$ cat src/rmls_pkg.sv
// Shared constants of the ring mode and line status register bank
package rmls_pkg;
	// Register indices as numbered in the device map
	localparam logic [7:0] RING_CTRL_IDX = 8'h12;
	localparam logic [7:0] LINE_STAT_IDX = 8'h13;
	// Byte addresses on the bus: four bytes per register index
	localparam logic [9:0] RING_CTRL_ADDR = {RING_CTRL_IDX, 2'b00};
	localparam logic [9:0] LINE_STAT_ADDR = {LINE_STAT_IDX, 2'b00};
	// Field positions
	localparam int RING_SHAPE_BIT = 1;
	localparam int OVERCURRENT_BIT = 0;
	localparam int DROPOUT_BIT = 1;
	localparam int RX_OVERLOAD_LIVE_BIT = 2;
	// Reset values
	localparam logic [7:0] RING_CTRL_RESET = 8'h00;
	localparam logic [7:0] LINE_STAT_RESET = 8'h00;
	// Writable bits of the ring control register
	localparam logic [7:0] RING_CTRL_WMASK = 8'h02;
	// AHB transfer type and response codes
	localparam logic [1:0] HTRANS_NONSEQ = 2'h2;
	localparam logic [1:0] HTRANS_SEQ = 2'h3;
	localparam logic HRESP_OKAY = 1'h0;
	// Clock rate and one-shot timeout
	localparam int unsigned CLK_KHZ = 100000;
	localparam int unsigned ONESHOT_TIME_MS = 5000;
	localparam int unsigned ONESHOT_CYCLES = ONESHOT_TIME_MS * CLK_KHZ;
	localparam int ONESHOT_CNT_W = 29;
	// Ring output selector, {validation enable, shape}
	typedef enum logic [1:0]
	{
		RMLS_RING_HALF = 2'b00,
		RMLS_RING_FULL = 2'b01,
		RMLS_RING_ENVELOPE = 2'b10,
		RMLS_RING_ONESHOT = 2'b11
	} rmls_ring_mode_type;
endpackage

$ cat src/rmls_status_if.sv
`timescale 1ns/1ps
`default_nettype none
// Line status flags passed from the flag logic to the register bank
interface rmls_status_if;
	logic rx_overload_live; // Live receive overload, self clearing
	logic rx_overload_latched; // Sticky receive overload
	logic supply_dropout_flag; // No loop current or on-hook while enabled
	logic loop_overcurrent_flag; // Loop current over the selected threshold
	// Producer side
	modport src
	(
		output rx_overload_live,
		output rx_overload_latched,
		output supply_dropout_flag,
		output loop_overcurrent_flag
	);
	// Consumer side
	modport snk
	(
		input rx_overload_live,
		input rx_overload_latched,
		input supply_dropout_flag,
		input loop_overcurrent_flag
	);
endinterface
`default_nettype wire

$ cat src/rmls_ring_oneshot.sv
`timescale 1ns/1ps
`default_nettype none
// Unqualified ring one-shot: started by a threshold crossing, ended by timeout
module rmls_ring_oneshot
#(
	parameter int unsigned TIMEOUT_CYCLES = rmls_pkg::ONESHOT_CYCLES
)
(
	// Clock and reset
	input wire logic hclk,
	input wire logic hresetn,
	// Trigger and pulse
	input wire logic ring_threshold_cross,
	output logic oneshot_active
);
	// Counter width covers the full five second default
	localparam int CW = rmls_pkg::ONESHOT_CNT_W;
	localparam logic [CW-1:0] LAST = CW'(TIMEOUT_CYCLES - 1);

	// All state of the one-shot
	typedef struct packed
	{
		logic active;
		logic [CW-1:0] cnt;
	} rmls_shot_type;

	rmls_shot_type state_ff; // Registered state
	rmls_shot_type nxt_state; // Next state

	// A crossing restarts the timer so a burst keeps the output high
	always_comb
	begin
		nxt_state = state_ff;
		if (ring_threshold_cross)
		begin
			// Start or restart on a crossing
			nxt_state.active = 1'b1;
			nxt_state.cnt = '0;
		end
		else if (state_ff.active)
		begin
			if (state_ff.cnt == LAST)
			begin
				// Fixed timeout reached
				nxt_state.active = 1'b0;
				nxt_state.cnt = '0;
			end
			else
			begin
				nxt_state.cnt = state_ff.cnt + 1'b1;
			end
		end
	end

	// State register
	always_ff @(posedge hclk or negedge hresetn)
	begin
		if (!hresetn)
		begin
			state_ff <= '0;
		end
		else
		begin
			state_ff <= nxt_state;
		end
	end

	assign oneshot_active = state_ff.active;
endmodule
`default_nettype wire

$ cat src/rmls_line_flags.sv
`timescale 1ns/1ps
`default_nettype none
// Line status flag logic
module rmls_line_flags
(
	// Clock and reset
	input wire logic hclk,
	input wire logic hresetn,
	// Line side conditions
	input wire logic rx_below_ground,
	input wire logic offhook_mask_active,
	input wire logic loop_current_flowing,
	input wire logic device_enabled,
	input wire logic offhook,
	input wire logic overcurrent_160ma,
	input wire logic overcurrent_60ma,
	input wire logic current_limit_select,
	input wire logic rx_overload_clear,
	// Flags out
	rmls_status_if.src flags
);
	// All flag state
	typedef struct packed
	{
		logic overload_live;
		logic overload_latched;
		logic dropout;
		logic overcurrent;
	} rmls_flags_type;

	rmls_flags_type state_ff; // Registered flags
	rmls_flags_type nxt_state; // Next flags
	logic excess; // Excess receive level after off-hook masking

	// Flag evaluation; billing tone enable is deliberately not an input here
	always_comb
	begin
		nxt_state = state_ff;
		excess = rx_below_ground && !offhook_mask_active;
		// Live flag follows the condition and clears by itself
		nxt_state.overload_live = excess;
		// Sticky copy sees the raw pin level, so a masked overload is still recorded;
		// a new overload beats a clear in the same cycle
		if (rx_below_ground)
		begin
			nxt_state.overload_latched = 1'b1;
		end
		else if (rx_overload_clear)
		begin
			nxt_state.overload_latched = 1'b0;
		end
		// Dropout: no loop current, or enabled while on-hook
		nxt_state.dropout = !loop_current_flowing
			|| (device_enabled && !offhook);
		// Overcurrent comparator picked by the limit select
		nxt_state.overcurrent = current_limit_select ? overcurrent_60ma
			: overcurrent_160ma;
	end

	// Flag registers
	always_ff @(posedge hclk or negedge hresetn)
	begin
		if (!hresetn)
		begin
			state_ff <= '0;
		end
		else
		begin
			state_ff <= nxt_state;
		end
	end

	assign flags.rx_overload_live = state_ff.overload_live;
	assign flags.rx_overload_latched = state_ff.overload_latched;
	assign flags.supply_dropout_flag = state_ff.dropout;
	assign flags.loop_overcurrent_flag = state_ff.overcurrent;
endmodule
`default_nettype wire

$ cat src/rmls_ring_mode_line_status_regs.sv
// Added by the designer: the AHB-Lite interface to the registers.
`timescale 1ns/1ps
`default_nettype none
module rmls_ring_mode_line_status_regs
#(
	parameter int unsigned ONESHOT_CYCLES = rmls_pkg::ONESHOT_CYCLES
)
(
	// Clock and reset
	input wire logic hclk,
	input wire logic hresetn,
	// AHB-Lite slave
	input wire logic hsel,
	input wire logic [31:0] haddr,
	input wire logic [1:0] htrans,
	input wire logic hwrite,
	input wire logic [2:0] hsize,
	input wire logic [31:0] hwdata,
	input wire logic hready,
	output logic [31:0] hrdata,
	output logic hreadyout,
	output logic hresp,
	// Ring detector inputs
	input wire logic ring_validation_enable,
	input wire logic ring_halfwave_in,
	input wire logic ring_fullwave_in,
	input wire logic ring_validated_envelope,
	input wire logic ring_threshold_cross,
	// Line condition inputs
	input wire logic rx_below_ground,
	input wire logic offhook_mask_active,
	input wire logic loop_current_flowing,
	input wire logic device_enabled,
	input wire logic offhook,
	input wire logic overcurrent_160ma,
	input wire logic overcurrent_60ma,
	input wire logic current_limit_select,
	input wire logic rx_overload_clear,
	// Outputs to the line side
	output logic ring_detect_output,
	output logic rx_overload_latched
);
	// Register bank state
	typedef struct packed
	{
		logic wr_pend; // Write data phase pending
		logic [9:0] wr_addr; // Captured write address
		logic [7:0] ring_ctrl; // Ring output control register
		logic [31:0] rdata; // Read data for the data phase
		logic ring_out; // Ring detect output
	} rmls_bank_type;

	rmls_bank_type state_ff; // Registered state
	rmls_bank_type nxt_state; // Next state
	rmls_status_if flags_if (); // Flags from the flag logic
	logic oneshot_active; // One-shot pulse
	logic addr_phase; // Valid transfer taken this cycle
	logic [7:0] status_byte; // Assembled line status value
	logic [7:0] ctrl_fwd; // Control value including a write in flight
	rmls_pkg::rmls_ring_mode_type ring_mode; // Current ring output mode

	// Threshold one-shot
	rmls_ring_oneshot #(
		.TIMEOUT_CYCLES(ONESHOT_CYCLES)
	) u_oneshot (
		.hclk(hclk),
		.hresetn(hresetn),
		.ring_threshold_cross(ring_threshold_cross),
		.oneshot_active(oneshot_active)
	);

	// Status flag logic
	rmls_line_flags u_flags (
		.hclk(hclk),
		.hresetn(hresetn),
		.rx_below_ground(rx_below_ground),
		.offhook_mask_active(offhook_mask_active),
		.loop_current_flowing(loop_current_flowing),
		.device_enabled(device_enabled),
		.offhook(offhook),
		.overcurrent_160ma(overcurrent_160ma),
		.overcurrent_60ma(overcurrent_60ma),
		.current_limit_select(current_limit_select),
		.rx_overload_clear(rx_overload_clear),
		.flags(flags_if.src)
	);

	// Status byte, reserved bits read zero
	always_comb
	begin
		status_byte = 8'h00;
		status_byte[rmls_pkg::RX_OVERLOAD_LIVE_BIT] = flags_if.rx_overload_live;
		status_byte[rmls_pkg::DROPOUT_BIT] = flags_if.supply_dropout_flag;
		status_byte[rmls_pkg::OVERCURRENT_BIT] = flags_if.loop_overcurrent_flag;
	end

	// A write in its data phase lands at this edge; forward it so a
	// back-to-back read of the same register sees the new value
	always_comb
	begin
		ctrl_fwd = state_ff.ring_ctrl;
		if (state_ff.wr_pend && state_ff.wr_addr == rmls_pkg::RING_CTRL_ADDR)
		begin
			ctrl_fwd = hwdata[7:0] & rmls_pkg::RING_CTRL_WMASK;
		end
	end

	assign addr_phase = hsel && hready
		&& (htrans == rmls_pkg::HTRANS_NONSEQ || htrans == rmls_pkg::HTRANS_SEQ);
	assign ring_mode = rmls_pkg::rmls_ring_mode_type'({ring_validation_enable,
		state_ff.ring_ctrl[rmls_pkg::RING_SHAPE_BIT]});

	// Bus decode, register update and ring output selection
	always_comb
	begin
		nxt_state = state_ff;
		// Commit the pending write; the status register ignores writes
		if (state_ff.wr_pend)
		begin
			nxt_state.ring_ctrl = ctrl_fwd;
		end
		nxt_state.wr_pend = 1'b0;
		if (addr_phase)
		begin
			if (hwrite)
			begin
				// Data arrives next cycle
				nxt_state.wr_pend = 1'b1;
				nxt_state.wr_addr = haddr[9:0];
			end
			else
			begin
				// Read data registered for the data phase; unmapped reads zero
				case (haddr[9:0])
					rmls_pkg::RING_CTRL_ADDR: nxt_state.rdata = {24'h000000, ctrl_fwd};
					rmls_pkg::LINE_STAT_ADDR: nxt_state.rdata = {24'h000000, status_byte};
					default: nxt_state.rdata = 32'h00000000;
				endcase
			end
		end
		// Ring detect output mode
		case (ring_mode)
			rmls_pkg::RMLS_RING_HALF: nxt_state.ring_out = ring_halfwave_in;
			rmls_pkg::RMLS_RING_FULL: nxt_state.ring_out = ring_fullwave_in;
			rmls_pkg::RMLS_RING_ENVELOPE: nxt_state.ring_out = ring_validated_envelope;
			rmls_pkg::RMLS_RING_ONESHOT: nxt_state.ring_out = oneshot_active;
			default: nxt_state.ring_out = 1'b0;
		endcase
	end

	// State register
	always_ff @(posedge hclk or negedge hresetn)
	begin
		if (!hresetn)
		begin
			state_ff.wr_pend <= 1'b0;
			state_ff.wr_addr <= 10'h000;
			state_ff.ring_ctrl <= rmls_pkg::RING_CTRL_RESET;
			state_ff.rdata <= 32'h00000000;
			state_ff.ring_out <= 1'b0;
		end
		else
		begin
			state_ff <= nxt_state;
		end
	end

	// Zero wait state slave, always OKAY
	assign hreadyout = 1'b1;
	assign hresp = rmls_pkg::HRESP_OKAY;
	assign hrdata = state_ff.rdata;
	assign ring_detect_output = state_ff.ring_out;
	assign rx_overload_latched = flags_if.rx_overload_latched;
endmodule
`default_nettype wire

$ cat config.mk
export PLATFORM = sky130hd
export DESIGN_NAME = rmls_ring_mode_line_status_regs
export DESIGN_NICKNAME = d
export VERILOG_FILES = /design/src/rmls_pkg.sv /design/src/rmls_status_if.sv /design/src/rmls_ring_oneshot.sv /design/src/rmls_line_flags.sv /design/src/rmls_ring_mode_line_status_regs.sv
export SDC_FILE = /design/constraint.sdc
export NUM_CORES = 1
export LEC_CHECK = 0
export ABC_CLOCK_PERIOD_IN_PS = 2700
export BUFFER_PORTS_ARGS = -buffer_cell sky130_fd_sc_hd__buf_2
export CORE_AREA = 2 2 86 88
export DETAILED_ROUTE_END_ITERATION = 8
export DIE_AREA = 0 0 88 90
export PLACE_DENSITY = 0.78
export SLEW_MARGIN = 25
export SYNTH_ARGS = -nofsm -noshare
export SYNTH_HDL_FRONTEND = slang
export SYNTH_HIERARCHICAL = 1
export SYNTH_SLANG_ARGS = --single-unit
$ cat constraint.sdc
create_clock -name hclk -period 2.7 [get_ports hclk]
set_input_delay 0.675 -clock hclk [delete_from_list [all_inputs] [get_ports hclk]]
set_output_delay 0.675 -clock hclk [all_outputs]
set_load 0.03 [all_outputs]
**Yosys cells after proc, flatten, opt, wreduce, memory -nomap -nowiden**

Index checks and enable logic that the tools add are counted.

- Register bits: 86
- Bits of input ports: 88
- Output and inout bits: 36

- Add/subtract/negate cells: 1
- Equal/unequal tests: 9
- Mux-type cells: 12
- Bitwise operators: 1
- Reductions and logical operators: 15

Operator list:

| operator | number |
|---|---|
| two-way mux 30 bit | 2 |
| == test 10 x 7 -> 1 bit, second input constant | 3 |
| adder 29 x 1 -> 29 bit, second input constant | 1 |
| == test 29 bit, second input constant | 1 |
| two-way mux 29 bit | 1 |
| two-way mux 11 bit | 2 |
| one-hot mux 8 bit (2 select lines) | 1 |
| == test 2 bit, second input constant | 4 |
| two-way mux 8 bit | 1 |
| logical AND 1 bit | 5 |
| two-way mux 1 bit | 4 |
| one-hot mux 1 bit (4 select lines) | 1 |
| AND reduction 2 bit | 2 |
| nonzero test 2 bit | 2 |
| zero test 1 bit | 3 |
| == test 2 x 1 -> 1 bit, second input constant | 1 |
| zero test 2 bit | 1 |
| logical OR 1 bit | 2 |
| inverter 1 bit | 1 |

**Depth between registers and ports, before layout**

- Word-level depth: 4
- Gate-level depth with buffers: 8
- Gate-level depth less buffers: 6

**By module**

The synthesis kept the hierarchy.

Modules (own cells, without submodules):

| module | times used | cells each | area an instance (µm²) | seq. area each (µm²) |
|---|---|---|---|---|
| rmls_ring_oneshot | 1 | 204 | 1806.7 | 750.7 |
| rmls_ring_mode_line_status_regs | 1 | 137 | 1422.6 | 700.7 |
| rmls_line_flags | 1 | 10 | 141.4 | 100.1 |

**Worst setup path after synthesis**

Ideal clock, no wire load.

- Path kind: register -> register
- Start point: reg u_oneshot/state_ff[0] (netlist name)
- End point: reg u_oneshot/state_ff[26] (netlist name)
- Setup time: 0.083 ns
- Arrival time: 1.836 ns
- Data required time: 2.617 ns
- Setup slack: 0.782 ns
- Stages on the path, launching flop included: 8
- Buffers on the path: 1
- Clock period less this slack: 1.918 ns
- Path through: dfrtp_1 ha_1 nand4_2 nor2_1 a31o_2 buf_2 or4_1 o21ai_0

- Longest elaborated chain between the ends: 4

Ends and longest elaborated chain:

| what | RTL line | RTL |
|---|---|---|
| start, declared | rmls_ring_oneshot.sv:27 | `rmls_shot_type state_ff;` |
| start signal, assigned | rmls_ring_oneshot.sv:64 | `state_ff <= nxt_state;` |
| adder 29 x 1 -> 29 bit or == test 29 bit (tied branches) | rmls_ring_oneshot.sv:50, rmls_ring_oneshot.sv:42 |  |
| two-way mux 29 bit (*) | rmls_ring_oneshot.sv:42 | `if (state_ff.cnt == LAST)` |
| two-way mux 30 bit (*) | rmls_ring_oneshot.sv:40 | `else if (state_ff.active)` |
| two-way mux 30 bit (*) | rmls_ring_oneshot.sv:34 | `if (ring_threshold_cross)` |

Mark *: on every way between the ends. The rest lies on a longest branch, timed or not. The select of a mux whose other input is x is not followed.
A chain may end at the register's enable or synchronous reset.

**Worst setup path in the final report**

- Start point: reg u_oneshot/state_ff[0] (netlist name)
- End point: reg u_oneshot/state_ff[4] (netlist name)

The elaborated chain is that of the path after synthesis.

==> implementation parameters <==
Parameter                              Value

Final layout
  Area added between synthesis and finish    9.91%
  Multi-input logic area    1540 um^2
  Final Core Density    0.528
  Fraction of layout instances using a drive strength above 1    0.236
  Sequential cell area in the final layout    between 1500 and 2000 um^2
  Antenna Diode Count    0
  Fin cells    between 400 and 500
  Count of filler cells inserted in the layout    about 640
  NumNets Final    470

Critical path
  Critical path type    reg2reg
  Required time of the critical path    a little under 3000 ps
  Combined buffer and inverter count along the critical path    1
  Largest fanout of any net on the critical path    17
  Worst Path Arrival    roughly 2600 ps
  Maximum single-stage delay on the critical path    about 400 ps
  Cell family with most CP delay    compound AO/OA/AOI/OAI gates
  Endpoint of the worst-slack reg-to-reg timing path    u_oneshot/state_ff[4]
  Kind of start point of the critical path    flop
  Register-to-register setup slack    320 ps
  Cell at the slowest stage of the critical path    sky130_fd_sc_hd__dfrtp_1
  Element type at the critical path end    flop
  Worst r2r src    u_oneshot/state_ff[0]
  R2r worst-path depth    7
  Cell breakdown of the critical path    ha_1, nand4_2, nor2_1, a31oi_2, buf_12, a41oi_1, a31oi_1

Yosys
  Synth warnings    6
  Post-synthesis register bit count    62
  Share of the synthesized area in the top cell type    0.460
  EDFF count, synth    0
  Sequential area share after synthesis    0.460
  Top cells by area in the synthesized netlist    sky130_fd_sc_hd__dfrtp_1, sky130_fd_sc_hd__buf_4, sky130_fd_sc_hd__nand2_1
  Most used DFF post-synth    sky130_fd_sc_hd__dfrtp_1
  Synth cell count leaders    sky130_fd_sc_hd__dfrtp_1, sky130_fd_sc_hd__nand2_1, sky130_fd_sc_hd__buf_4
  Syn Inst Count    approximately 350
  Mean area per synthesized cell    about 9.6 um^2
  Synth area leader    sky130_fd_sc_hd__dfrtp_1
  Share of synthesized flip-flops with an asynchronous set or reset    1.00
  Cell Area, Synth    about 3400 um^2
  Number of distinct library cells after synthesis    50

Route
  Antenna Nets Post-Route    0
  Routed wire length    between 6000 and 7000 um
  Average via count per standard cell    ~5.2
  Length of the first detailed-routing pass in iterations    4
  Via count of the routed design    2527
  DR DRC count    0
  Routed WL per cell    around 13 um
  Drt first-iter violations    approximately 140

Placement
  Placed instance count    between 400 and 500
  Count of port buffers added during placement    40
  DP Wirelength    ~4600 um
  Gpl congestion    between 0.7 and 0.8

Timing
  Total setup violations reported at the end of the flow    0
  Minimum hold slack    roughly 480 ps
  Unrepaired setup endpoints after global routing    false
  Final hold vios    0
  Worst setup skew after layout    9.79 ps
  Transition at the pin with the smallest max-transition slack    around 780 ps
  Count of pins over their slew limit    0
  Setup tns final    0 ps
  Shortest period the worst path allows    around 2400 ps
  Peak Freq    approximately 420 MHz
  Share of the clock period used by the worst path after layout    0.882
  Max transition margin    0.481

Min path
  HP Class    reg2reg
  Hold Startpoint    u_flags/flags.rx_overload_latched
  Hold depth    1
  Destination of the worst hold path    u_flags/flags.rx_overload_latched

Status
  Result of the run    complete, no violations

Global route
  Global Route met1 Usage    0.223
  Wire length of the first global-routing pass    ~11000 um
  Via count of the first global-routing pass    about 2400
  Layer carrying the most global-route usage    met2
  Overall overflow remaining after global route    0
  Overall routing resource usage    0.172
  Largest net degree at the start of global routing    63
  Global-route track usage on met2    0.275
  Initial antenna violation count    0
  Met3 layer usage reported by global route    0.0487

Job
  Max-cap violations    0

Clock network
  Number of post-CTS setup repair buffers    0
  Total of hold buffers inserted after clock tree synthesis    0
  Clock Path Buffers    2
  CTS-repair resized insts    0
  Clk slew on worst S/H paths    roughly 70 ps
  Clock latency reported for the late side of the worst-skew pair    roughly 340 ps
  Number of buffers inserted during clock tree synthesis    9
  Clock tree root driver cell    sky130_fd_sc_hd__clkbuf_8
  Clock tree from TritonCTS    yes
  CTS sink count    between 60 and 70
  Number of levels the H-tree was split into    3

Floorplan
  Die area    7920 um^2
  Horizontal die dimension    between 80 and 90 um
  Placement row count    31
  Area of the core    approximately 7000 um^2
  Top Ports    between 100 and 150
  Initial Utilization    0.480
  Chip Height    approximately 90 um

Power
  Maximum ir drop on the vdd rail    between 0.2 and 0.25 mV
  Leakage power    between 1.5 and 2 nW
  Total power per unit cell area    559 nW/um^2
cell families after synthesis:
logic type / count (synthesis) / synth area share
adders and majority gates: 1 / 0.00371
buffers and inverters: 59 / 0.110
and+or+nand+nor: 157 / 0.276
AOI/OAI and AO/OA: 67 / 0.132
muxes: 3 / 0.0156
other: 2 / 0.00223
DFF: 62 / 0.460
through the flow:
step | power, mW | instance area (um^2) | setup WS, ps
after floorplan | 1.21 | 3460 | 782
after global placement | 1.24 | 3500 | 418
after detailed placement | 1.25 | 3500 | 377
after CTS | 2.10 | 3700 | 351
after global routing | 2.17 | 3700 | 166
final | 2.07 | 3700 | 320
power breakdown:
group,switching (mW),total (mW),internal (mW)
Combinational,0.132,0.201,0.0697
Sequential,0.0518,1.03,0.978
Clock,0.381,0.838,0.458
layer usage:
| metal | up-vias | wire length (um) |
|---|---|---|
| li1 | 1249 | - |
| met1 | 1201 | 2960 |
| met2 | 73 | 3150 |
| met3 | 4 | 396 |
| met4 | 0 | 40 |
| met5 | - | 0 |
worst max path at each step:
stage / from / endpoint / slack (ps) / cells past startpoint
2_1_floorplan: u_oneshot/state_ff[0] / u_oneshot/state_ff[26] / 780 / 7
3_3_place_gp: u_oneshot/state_ff[0] / u_oneshot/state_ff[27] / 420 / 6
3_5_place_dp: u_oneshot/state_ff[0] / u_oneshot/state_ff[4] / 380 / 7
4_1_cts: u_oneshot/state_ff[0] / u_oneshot/state_ff[14] / 350 / 7
5_1_grt: u_oneshot/state_ff[0] / u_oneshot/state_ff[14] / 170 / 7
6_report: u_oneshot/state_ff[0] / u_oneshot/state_ff[4] / 320 / 7
state kept, by name (all words and copies together) (netlist names):
name	cells
hrdata	8
u_flags/flags.loop_overcurrent_flag	1
state_ff	18
u_oneshot/oneshot_active	1
u_oneshot/state_ff	29
u_flags/flags.rx_overload_latched	1
ring_mode	1
u_flags/flags.rx_overload_live	1
u_flags/flags.supply_dropout_flag	1
ring_detect_output	1
layout make-up:
cell class,count,area share
repair buffers,45,0.0675
flip-flops and latches,62,0.419
multi-input cells,254,0.415
well taps,99,0.0334
clock inverters,6,0.0189
inverters,9,0.00912
clock buffers,10,0.0371
layout by cell type (no fill, tap or decap), types with 3 or more instances in the layout:
cell type	Yosys	routed
sky130_fd_sc_hd__or3_1	4	4
sky130_fd_sc_hd__or4_1	3	3
sky130_fd_sc_hd__and2_1	3	3
sky130_fd_sc_hd__nand4_1	12	12
sky130_fd_sc_hd__nor2_1	10	10
sky130_fd_sc_hd__conb_1	2	26
sky130_fd_sc_hd__a21oi_1	15	15
sky130_fd_sc_hd__a22o_1	6	6
sky130_fd_sc_hd__a41oi_1	4	4
sky130_fd_sc_hd__inv_1	9	9
sky130_fd_sc_hd__nor4b_4	3	3
sky130_fd_sc_hd__nand3_1	15	15
sky130_fd_sc_hd__and3_1	3	3
sky130_fd_sc_hd__o21ai_0	9	9
sky130_fd_sc_hd__nand2b_1	7	7
sky130_fd_sc_hd__dfrtp_1	62	62
sky130_fd_sc_hd__o21bai_1	3	3
sky130_fd_sc_hd__buf_4	38	4
sky130_fd_sc_hd__clkinv_4	0	3
sky130_fd_sc_hd__a31oi_1	18	18
sky130_fd_sc_hd__and2_2	8	8
sky130_fd_sc_hd__clkbuf_8	0	10
sky130_fd_sc_hd__nor3_1	6	6
sky130_fd_sc_hd__buf_2	6	40
sky130_fd_sc_hd__a21o_1	5	5
sky130_fd_sc_hd__nand2_1	62	62
worst register-to-register path, stage by stage, from the launching register on:
cell	delay [ps]
sky130_fd_sc_hd__dfrtp_1	400
sky130_fd_sc_hd__ha_1	290
sky130_fd_sc_hd__nand4_2	190
sky130_fd_sc_hd__nor2_1	400
sky130_fd_sc_hd__a31oi_2	400
sky130_fd_sc_hd__buf_12	280
sky130_fd_sc_hd__a41oi_1	220
sky130_fd_sc_hd__a31oi_1	60
No activity file was read; power rests on OpenSTA's default activity.
